File: config.mk
export PLATFORM = sky130hd
export DESIGN_NAME = flash_prot_ctrl
export DESIGN_NICKNAME = d
export VERILOG_FILES = /design/src/rtl/flash_prot_pkg.sv /design/src/rtl/flash_prot_ctrl.sv /design/src/rtl/row_prot_check.sv
export SDC_FILE = /design/constraint.sdc
export NUM_CORES = 2
export LEC_CHECK = 0
export BUFFER_PORTS_ARGS = -buffer_cell sky130_fd_sc_hd__buf_2
export CAP_MARGIN = 40
export CORE_UTILIZATION = 51
export CTS_CLUSTER_DIAMETER = 120
export DETAILED_ROUTE_END_ITERATION = 8
export GPL_ROUTABILITY_DRIVEN = 0
export PLACE_DENSITY_LB_ADDON = 0.25
export SLEW_MARGIN = 10
export SYNTH_ARGS = -nofsm -noshare
export SYNTH_HDL_FRONTEND = slang
export SYNTH_SLANG_ARGS = --single-unit
File: constraint.sdc
create_clock -name i_clk -period 5.2 [get_ports i_clk]
set_input_delay 1.04 -clock i_clk [delete_from_list [all_inputs] [get_ports i_clk]]
set_output_delay 1.04 -clock i_clk [all_outputs]
set_load 0.005 [all_outputs]
File: src/rtl/flash_prot_pkg.sv
// constants and types shared by the flash protection controller
package flash_prot_pkg;

	// protection mode encodings as held in nonvolatile storage
	typedef enum logic [1:0] {
		MODE_OPEN      = 2'h0,
		MODE_PROTECTED = 2'h1,
		MODE_KILL      = 2'h2,
		MODE_RSVD      = 2'h3
	} prot_mode_t;

	// controller sequencing states
	typedef enum logic [2:0] {
		ST_LOAD    = 3'h0,
		ST_WAIT_NV = 3'h1,
		ST_RUN     = 3'h2,
		ST_ERASE   = 3'h3,
		ST_PROG_NV = 3'h4
	} ctrl_state_t;

	localparam int          ROW_BITS           = 9;
	localparam int          NUM_ROWS           = 512;
	localparam int          ADDR_BITS          = 15;
	localparam int          ROW_LSB            = 6;
	localparam int          CLK_HZ             = 20000000;
	localparam int          MAX_FETCH_HZ       = 24000000;
	// flash wait cycles stays zero at and below the fastest fetch clock
	localparam logic [1:0]  FLASH_WAIT_CYCLES  = 2'h0;
	localparam logic [9:0]  ERASE_ROW_LAST     = 10'h1ff;
	localparam logic [9:0]  ERASE_ROW_FIRST    = 10'h000;
	localparam logic [31:0] RESET_DATA         = 32'h0000_0000;

endpackage : flash_prot_pkg

File: src/rtl/flash_prot_ctrl.sv
// chip-level flash protection mode controller and access gate
`timescale 1ns/1ns
`default_nettype none

////////////////////////////////////////////////////////////////////////////////
// Overview of operation
// [RULE1] factory state open, debug unrestricted
// [RULE2] open may move to protected on request
// [RULE3] protected refuses external debug accesses
// [RULE4] protected returns open only after full erase
// [RULE5] open may move directly to kill
// [RULE6] kill blocks every debug access
// [RULE7] kill rejects any external erase
// [RULE8] kill is permanent, no way out
// [RULE9] row write and read protection enforced
// [RULE10] internal system calls always reach flash; here row protection, and kill mode for a full erase, still refuse them
// [RULE11] fetches complete with zero wait cycles
// [RULE12] mode reloaded from nonvolatile before debug
module flash_prot_ctrl (
	input  wire logic                                  i_clk,
	input  wire logic                                  i_rst_n,
	// nonvolatile mode storage
	input  wire logic [1:0]                            i_nv_mode,
	input  wire logic                                  i_nv_ready,
	output logic                                       o_nv_rd_req,
	output logic                                       o_nv_wr_req,
	output logic [1:0]                                 o_nv_wr_mode,
	// mode change requests
	input  wire logic                                  i_req_protect,
	input  wire logic                                  i_req_kill,
	input  wire logic                                  i_req_open,
	input  wire logic                                  i_req_internal,
	// row protection setup (internal only)
	input  wire logic                                  i_row_set,
	input  wire logic [flash_prot_pkg::ROW_BITS-1:0]   i_row_set_idx,
	input  wire logic                                  i_row_set_rd,
	input  wire logic                                  i_row_set_wr,
	// flash access requests
	input  wire logic                                  i_acc_valid,
	input  wire logic                                  i_acc_debug,
	input  wire logic                                  i_acc_syscall,
	input  wire logic                                  i_acc_write,
	input  wire logic                                  i_acc_erase_all,
	input  wire logic [flash_prot_pkg::ADDR_BITS-1:0]  i_acc_addr,
	input  wire logic [31:0]                           i_flash_rdata,
	// fetch path
	input  wire logic                                  i_fetch_valid,
	input  wire logic [flash_prot_pkg::ADDR_BITS-1:0]  i_fetch_addr,
	output logic                                       o_fetch_valid,
	output logic [31:0]                                o_fetch_data,
	// flash array control
	output logic                                       o_flash_rd,
	output logic                                       o_flash_wr,
	output logic                                       o_flash_erase_row,
	output logic [flash_prot_pkg::ADDR_BITS-1:0]       o_flash_addr,
	// results and status
	output logic                                       o_acc_grant,
	output logic                                       o_acc_refused,
	output logic [31:0]                                o_rd_data,
	output logic [1:0]                                 o_mode,
	output logic                                       o_debug_enable,
	output logic                                       o_mode_valid,
	output logic                                       o_req_rejected,
	output logic [1:0]                                 o_flash_wait_cycles
);

	////////////////////////////////////////////////////////////////////////////
	// state

	flash_prot_pkg::prot_mode_t  mode_reg;
	flash_prot_pkg::prot_mode_t  target_reg;
	flash_prot_pkg::ctrl_state_t state_reg;
	logic [9:0]                  erase_row_reg;
	logic                        mode_valid_reg;
	logic                        row_rd_blk;
	logic                        row_wr_blk;
	logic                        row_clear;
	logic                        internal_ok;
	logic                        debug_ok;
	logic                        acc_ok;
	logic                        erase_ok;
	logic                        erase_go;

	////////////////////////////////////////////////////////////////////////////
	// access decision

	// syscalls bypass the mode gate, except for a full erase in kill, but still honour row protection
	assign internal_ok = i_acc_syscall && !i_acc_debug; // RULE10
	assign debug_ok    = i_acc_debug && mode_valid_reg
		&& (mode_reg == flash_prot_pkg::MODE_OPEN); // RULE3 RULE6 RULE12
	assign erase_ok    = i_acc_erase_all && (mode_reg != flash_prot_pkg::MODE_KILL)
		&& (internal_ok || debug_ok || (i_acc_debug && mode_valid_reg
		&& mode_reg == flash_prot_pkg::MODE_PROTECTED)); // RULE4 RULE7
	assign acc_ok      = (internal_ok || debug_ok) && !i_acc_erase_all
		&& !(i_acc_write ? row_wr_blk : row_rd_blk); // RULE9
	assign erase_go    = i_acc_valid && erase_ok && (state_reg == flash_prot_pkg::ST_RUN);
	assign row_clear   = (state_reg == flash_prot_pkg::ST_ERASE)
		&& (erase_row_reg == flash_prot_pkg::ERASE_ROW_LAST);

	row_prot_check u_rows (
		.i_clk         (i_clk),
		.i_rst_n       (i_rst_n),
		.i_set_we      (i_row_set && i_req_internal),
		.i_set_row     (i_row_set_idx),
		.i_set_rd_prot (i_row_set_rd),
		.i_set_wr_prot (i_row_set_wr),
		.i_clear_all   (row_clear),
		.i_row         (i_acc_addr[flash_prot_pkg::ADDR_BITS-1:flash_prot_pkg::ROW_LSB]),
		.o_rd_blocked  (row_rd_blk),
		.o_wr_blocked  (row_wr_blk)
	);

	////////////////////////////////////////////////////////////////////////////
	// mode sequencer

	always_ff @(posedge i_clk or negedge i_rst_n) begin
		if (!i_rst_n) begin
			state_reg      <= flash_prot_pkg::ST_LOAD;
			mode_reg       <= flash_prot_pkg::MODE_OPEN; // RULE1
			target_reg     <= flash_prot_pkg::MODE_OPEN;
			mode_valid_reg <= 1'b0;
			erase_row_reg  <= flash_prot_pkg::ERASE_ROW_FIRST;
		end else begin
			case (state_reg)
				flash_prot_pkg::ST_LOAD: begin
					state_reg <= flash_prot_pkg::ST_WAIT_NV;
				end
				flash_prot_pkg::ST_WAIT_NV: begin
					if (i_nv_ready) begin
						// unknown code fails safe to the strictest mode
						if (i_nv_mode == flash_prot_pkg::MODE_RSVD)
							mode_reg <= flash_prot_pkg::MODE_KILL;
						else
							mode_reg <= flash_prot_pkg::prot_mode_t'(i_nv_mode); // RULE12
						mode_valid_reg <= 1'b1; // RULE12
						state_reg      <= flash_prot_pkg::ST_RUN;
					end
				end
				flash_prot_pkg::ST_RUN: begin
					if (erase_go) begin
						erase_row_reg <= flash_prot_pkg::ERASE_ROW_FIRST;
						state_reg     <= flash_prot_pkg::ST_ERASE;
					end else if (mode_reg == flash_prot_pkg::MODE_OPEN && i_req_kill) begin
						target_reg <= flash_prot_pkg::MODE_KILL; // RULE5
						state_reg  <= flash_prot_pkg::ST_PROG_NV;
					end else if (mode_reg == flash_prot_pkg::MODE_OPEN && i_req_protect) begin
						target_reg <= flash_prot_pkg::MODE_PROTECTED; // RULE2
						state_reg  <= flash_prot_pkg::ST_PROG_NV;
					end
				end
				flash_prot_pkg::ST_ERASE: begin
					if (erase_row_reg == flash_prot_pkg::ERASE_ROW_LAST) begin
						// only a completed full erase reopens the part
						if (mode_reg == flash_prot_pkg::MODE_PROTECTED) begin
							target_reg <= flash_prot_pkg::MODE_OPEN; // RULE4
							state_reg  <= flash_prot_pkg::ST_PROG_NV;
						end else begin
							state_reg <= flash_prot_pkg::ST_RUN;
						end
					end else begin
						erase_row_reg <= erase_row_reg + 10'h001;
					end
				end
				flash_prot_pkg::ST_PROG_NV: begin
					if (i_nv_ready) begin
						if (mode_reg != flash_prot_pkg::MODE_KILL)
							mode_reg <= target_reg; // RULE8
						state_reg <= flash_prot_pkg::ST_RUN;
					end
				end
				default: begin
					state_reg <= flash_prot_pkg::ST_LOAD;
				end
			endcase
		end
	end

	////////////////////////////////////////////////////////////////////////////
	// nonvolatile handshake and request rejection

	always_ff @(posedge i_clk or negedge i_rst_n) begin
		if (!i_rst_n) begin
			o_nv_rd_req    <= 1'b0;
			o_nv_wr_req    <= 1'b0;
			o_nv_wr_mode   <= flash_prot_pkg::MODE_OPEN;
			o_req_rejected <= 1'b0;
		end else begin
			o_nv_rd_req  <= (state_reg == flash_prot_pkg::ST_LOAD)
				|| (state_reg == flash_prot_pkg::ST_WAIT_NV && !i_nv_ready);
			o_nv_wr_req  <= (state_reg == flash_prot_pkg::ST_PROG_NV) && !i_nv_ready;
			o_nv_wr_mode <= target_reg;
			// open without erase, or any change out of kill, is rejected
			o_req_rejected <= (state_reg == flash_prot_pkg::ST_RUN) && !erase_go && (
				(i_req_open && mode_reg != flash_prot_pkg::MODE_OPEN) // RULE4 RULE8
				|| ((i_req_protect || i_req_kill) && mode_reg != flash_prot_pkg::MODE_OPEN)
				|| (i_acc_valid && i_acc_erase_all && !erase_ok)); // RULE7
		end
	end

	////////////////////////////////////////////////////////////////////////////
	// flash access gating

	always_ff @(posedge i_clk or negedge i_rst_n) begin
		if (!i_rst_n) begin
			o_acc_grant       <= 1'b0;
			o_acc_refused     <= 1'b0;
			o_flash_rd        <= 1'b0;
			o_flash_wr        <= 1'b0;
			o_flash_erase_row <= 1'b0;
			o_flash_addr      <= '0;
			o_rd_data         <= flash_prot_pkg::RESET_DATA;
		end else begin
			o_acc_grant   <= 1'b0;
			o_acc_refused <= 1'b0;
			o_flash_rd    <= 1'b0;
			o_flash_wr    <= 1'b0;
			o_flash_erase_row <= (state_reg == flash_prot_pkg::ST_ERASE);
			if (state_reg == flash_prot_pkg::ST_ERASE)
				o_flash_addr <= {erase_row_reg[flash_prot_pkg::ROW_BITS-1:0],
					{flash_prot_pkg::ROW_LSB{1'b0}}};
			else if (i_acc_valid && acc_ok && state_reg == flash_prot_pkg::ST_RUN)
				o_flash_addr <= i_acc_addr;
			if (i_acc_valid && state_reg == flash_prot_pkg::ST_RUN && !i_acc_erase_all) begin
				o_acc_grant   <= acc_ok; // RULE3 RULE6 RULE9 RULE10
				o_acc_refused <= !acc_ok;
				o_flash_rd    <= acc_ok && !i_acc_write;
				o_flash_wr    <= acc_ok && i_acc_write;
			end
			// refused reads return zero so nothing leaks
			o_rd_data <= (o_flash_rd) ? i_flash_rdata : flash_prot_pkg::RESET_DATA;
		end
	end

	////////////////////////////////////////////////////////////////////////////
	// cpu fetch path, no wait states

	always_ff @(posedge i_clk or negedge i_rst_n) begin
		if (!i_rst_n) begin
			o_fetch_valid       <= 1'b0;
			o_fetch_data        <= flash_prot_pkg::RESET_DATA;
			o_flash_wait_cycles <= flash_prot_pkg::FLASH_WAIT_CYCLES;
		end else begin
			// array answers combinationally, so one edge per fetch
			o_fetch_valid       <= i_fetch_valid; // RULE11
			o_fetch_data        <= i_flash_rdata; // RULE11
			o_flash_wait_cycles <= flash_prot_pkg::FLASH_WAIT_CYCLES; // RULE11
		end
	end

	////////////////////////////////////////////////////////////////////////////
	// status outputs

	always_ff @(posedge i_clk or negedge i_rst_n) begin
		if (!i_rst_n) begin
			o_mode         <= flash_prot_pkg::MODE_OPEN;
			o_debug_enable <= 1'b0;
			o_mode_valid   <= 1'b0;
		end else begin
			o_mode         <= mode_reg;
			o_debug_enable <= mode_valid_reg && (mode_reg == flash_prot_pkg::MODE_OPEN); // RULE12
			o_mode_valid   <= mode_valid_reg;
		end
	end

endmodule // flash_prot_ctrl

`default_nettype wire

File: src/rtl/row_prot_check.sv
// per-row read and write protection lookup
`timescale 1ns/1ns
`default_nettype none

module row_prot_check (
	input  wire logic                                 i_clk,
	input  wire logic                                 i_rst_n,
	input  wire logic                                 i_set_we,
	input  wire logic [flash_prot_pkg::ROW_BITS-1:0]  i_set_row,
	input  wire logic                                 i_set_rd_prot,
	input  wire logic                                 i_set_wr_prot,
	input  wire logic                                 i_clear_all,
	input  wire logic [flash_prot_pkg::ROW_BITS-1:0]  i_row,
	output logic                                      o_rd_blocked,
	output logic                                      o_wr_blocked
);

	logic [flash_prot_pkg::NUM_ROWS-1:0] rd_prot_reg;
	logic [flash_prot_pkg::NUM_ROWS-1:0] wr_prot_reg;

	// full erase wipes the row protection map with the array
	always_ff @(posedge i_clk or negedge i_rst_n) begin
		if (!i_rst_n) begin
			rd_prot_reg <= '0;
			wr_prot_reg <= '0;
		end else if (i_clear_all) begin
			rd_prot_reg <= '0;
			wr_prot_reg <= '0;
		end else if (i_set_we) begin
			rd_prot_reg[i_set_row] <= i_set_rd_prot;
			wr_prot_reg[i_set_row] <= i_set_wr_prot;
		end
	end

	assign o_rd_blocked = rd_prot_reg[i_row];
	assign o_wr_blocked = wr_prot_reg[i_row];

endmodule // row_prot_check

`default_nettype wire

==> impl_metrics.ini <==
[synth]
yosys-top-cells-count = 1262 x nand2_1, 1136 x dfrtp_1, 985 x a21oi_1, 650 x o21ai_0, 541 x clkbuf_1
ys_ff_latch = 1136
synth-compound-area-share_pct = 16.8
synth_top_area_share_pct = 50.1
yosysTopAreaCell = dfrtp_1
avgSynthCellArea_sq_um = 9.09
mappedNetlistArea_sq_um = 56700
synth-simple-area-share_pct = 16.4
yosysMostFrequentCell = nand2_1
synth-xor-area-share_pct = 0.108
synth_edf_count = 0
synthArstFlopShare_pct = 100
synthMuxAreaShare_pct = 12.1
synthTopCellsByArea = dfrtp_1 50%, a21oi_1 8.7%, mux4_2 8.6%, nand2_1 8.4%, o21ai_0 5.7%
synth_top_family_by_area = compound AO/OA/AOI/OAI gates
synth_cells = 6239
yosysSeqAreaShare_pct = 50.1
yosysWarnings = 0
ys_types = 65
synth_flop_cell = dfrtp_1
synth_fa_ha_area_share_pct = 0.0221

[clock_tree]
insertion_delay_ps = 750
cts_sinks = 1136
path_clk_slew_ps = 60
postCtsSetupRepairBufs = 0
cts_made_buffers = 130
cts_buffer_depth = 3
post_cts_resized = 0
h-tree-depth = 4
cts_tree = yes
clockRootBuffer = clkbuf_16
hold_buffers = 0

[min_path]
hold_path_class = in -> async

[sta]
finalCritPeriodShare_pct = 82.9
hold_violations = 0
setup_viol = 0
fmax_ghz = 0.232
finClkSkew_ps = 31.9
rsz0062_at_grt = false
timing.slew.headroom_pct = 30.9
fin_setup_tns_ps = 0
finalMaxSlewViolations = 0
period_needed_ps = 4310
worstMarginPinSlew_ps = 1030

[global_route]
grt_overflow = 0
grt_pass1_vias = 46000
grt_max_degree = 197
antenna_found_initial = 5
grt_first_pass_wirelength_mm = 274
track_usage_pct = 31.4

[finish]
layout-drive-gt1-share_pct = 14.1
nets = 6221
multi_input_area_sq_um = 25900
regArea_sq_um = 28400
syn2layout_area_growth_pct = 12.8
stdcell_area_sq_um = 64000
fillers = 9500
post-route-util_pct = 58.4

[place]
place_hpwl_mm = 107
placed_area_sq_um = 59500
port-buffer-count = 167

[critical_path]
timing.rr.start = u_rows.wr_prot_reg[429]$_DFFE_PN0P_
crit_path_end_kind = flop
reg2reg_to = o_flash_addr[14]$_DFFE_PN0P_
critPathTopFamily = simple AND/OR/NAND/NOR gates
startpoint = i_acc_addr[6]
r2r_slack_ps = 1300
worst-path-max-fanout = 34
crit_arrival_ps = 4940
max_stage_delay_ps = 680
crit_path_end = o_flash_addr[14]$_DFFE_PN0P_
critPathKind = in -> reg
cp_slowest_cell = mux4_1
startpoint_type = primary input
crit_cells = 9
cp_num_buf_inv = 1
worstPathRequired_ps = 5830
crit_top_cell = or4_4
path_cells = buf_8, mux4_1, mux4_2, o22ai_1, or4_1, o311ai_0, or4_4, or4_4, a311o_1
rr_worst_depth = 8

[die]
die_h_um = 335
die_w_um = 335
fp.dieArea_sq_um = 113000
core_region_area_sq_um = 110000
start_util_pct = 51.7
ios = 185
placementRows = 121

[routing]
drt-initial-drc-count = 6043
dr.pass1.iters = 6
vias = 49000
drt_wl_total_mm = 177
ant_nets = 0
wl_per_cell_um = 23.0
vias_per_cell = 6.35
drc_errors = 0

[power_and_ir_drop]
p_leak_nw = 27.3
p_per_area_nw_per_um2 = 321
peakVddDrop_v = 0.000315

[run_status]
status = finished, final reports clean

[run]
drv_cap = 0
layer usage:
layer / track usage [%] / up-vias / wire length [um]
li1: - / 21600 / -
met1: 44.3 / 24600 / 72600
met2: 47.3 / 2459 / 80300
met3: 7.00 / 406 / 17500
met4: 12.1 / 2 / 6740
met5: 0 / - / 15
cell type report:
| cell class | count | area share (%) |
|---|---|---|
| Sequential cell | 1136 | 44.4 |
| Multi-Input combinational cell | 4461 | 40.5 |
| Clock inverter | 43 | 0.796 |
| Clock buffer | 192 | 6.16 |
| Antenna cell | 3 | 0.0117 |
| Timing Repair Buffer | 384 | 5.15 |
| Inverter | 18 | 0.106 |
| Tap cell | 1476 | 2.89 |
per-stage QoR:
stage	power, mW	setup slack, ps	hold WS [ps]	std cells
global placement	11.1	202	391	7442
CTS	20.6	963	372	7709
floorplan	10.3	558	374	6240
global route	21.1	806	356	7711
detailed placement	11.1	173	401	7474
finish	20.5	888	296	7713
cell usage in the layout (no fill, tap or decap), types with 16 or more instances in the layout:
cell       instances
a21oi_1          985
a221oi_1          22
a22oi_1           50
and2_1            40
buf_12            44
buf_2            162
buf_4            155
clkbuf_1          22
clkbuf_16        135
clkbuf_8          35
clkinv_2          19
dfrtp_1         1136
inv_1             16
mux2_2            24
mux2i_1          161
mux4_2           217
nand2_1         1253
nand2b_1          17
nand3_1          357
nor2_1           458
nor2b_1           20
o21ai_0          650
where the power goes:
part	switching, mW	total, mW	internal (mW)	leakage (nW)
Clock	3.86	9.53	5.67	2.20
Combinational	1.16	1.75	0.587	9.41
Sequential	0.157	9.24	9.08	15.7
worst register-to-register path, delay by kind of cell (launching register included):
| kind | cells | cell delay, ps |
|---|---|---|
| mux | 2 | 1090 |
| simple gates | 3 | 1500 |
| compound gates | 3 | 820 |
| flops | 1 | 380 |
worst min path at each step:
stage          cells past startpoint                          to  slack (ps)
2_1_floorplan                      0   o_nv_wr_mode[1]$_DFF_PN0_         370
3_3_place_gp                       0   o_nv_wr_mode[0]$_DFF_PN0_         390
3_5_place_dp                       0   o_nv_wr_mode[0]$_DFF_PN0_         400
4_1_cts                            1  o_fetch_data[17]$_DFF_PN0_         370
5_1_grt                            1     o_rd_data[20]$_DFF_PN0_         360
6_report                           1     o_rd_data[20]$_DFF_PN0_         300
cell families (layout without fill, tap and decap cells):
logic type,Yosys count,after routing
mux,405,405
xor+xnor,7,7
compound gates,1802,1802
buf+inv,643,637
flops,1136,1136
other cells,1,5
fa+ha+maj,1,1
simple gates,2244,2244
No activity file was read; power rests on OpenSTA's default activity.
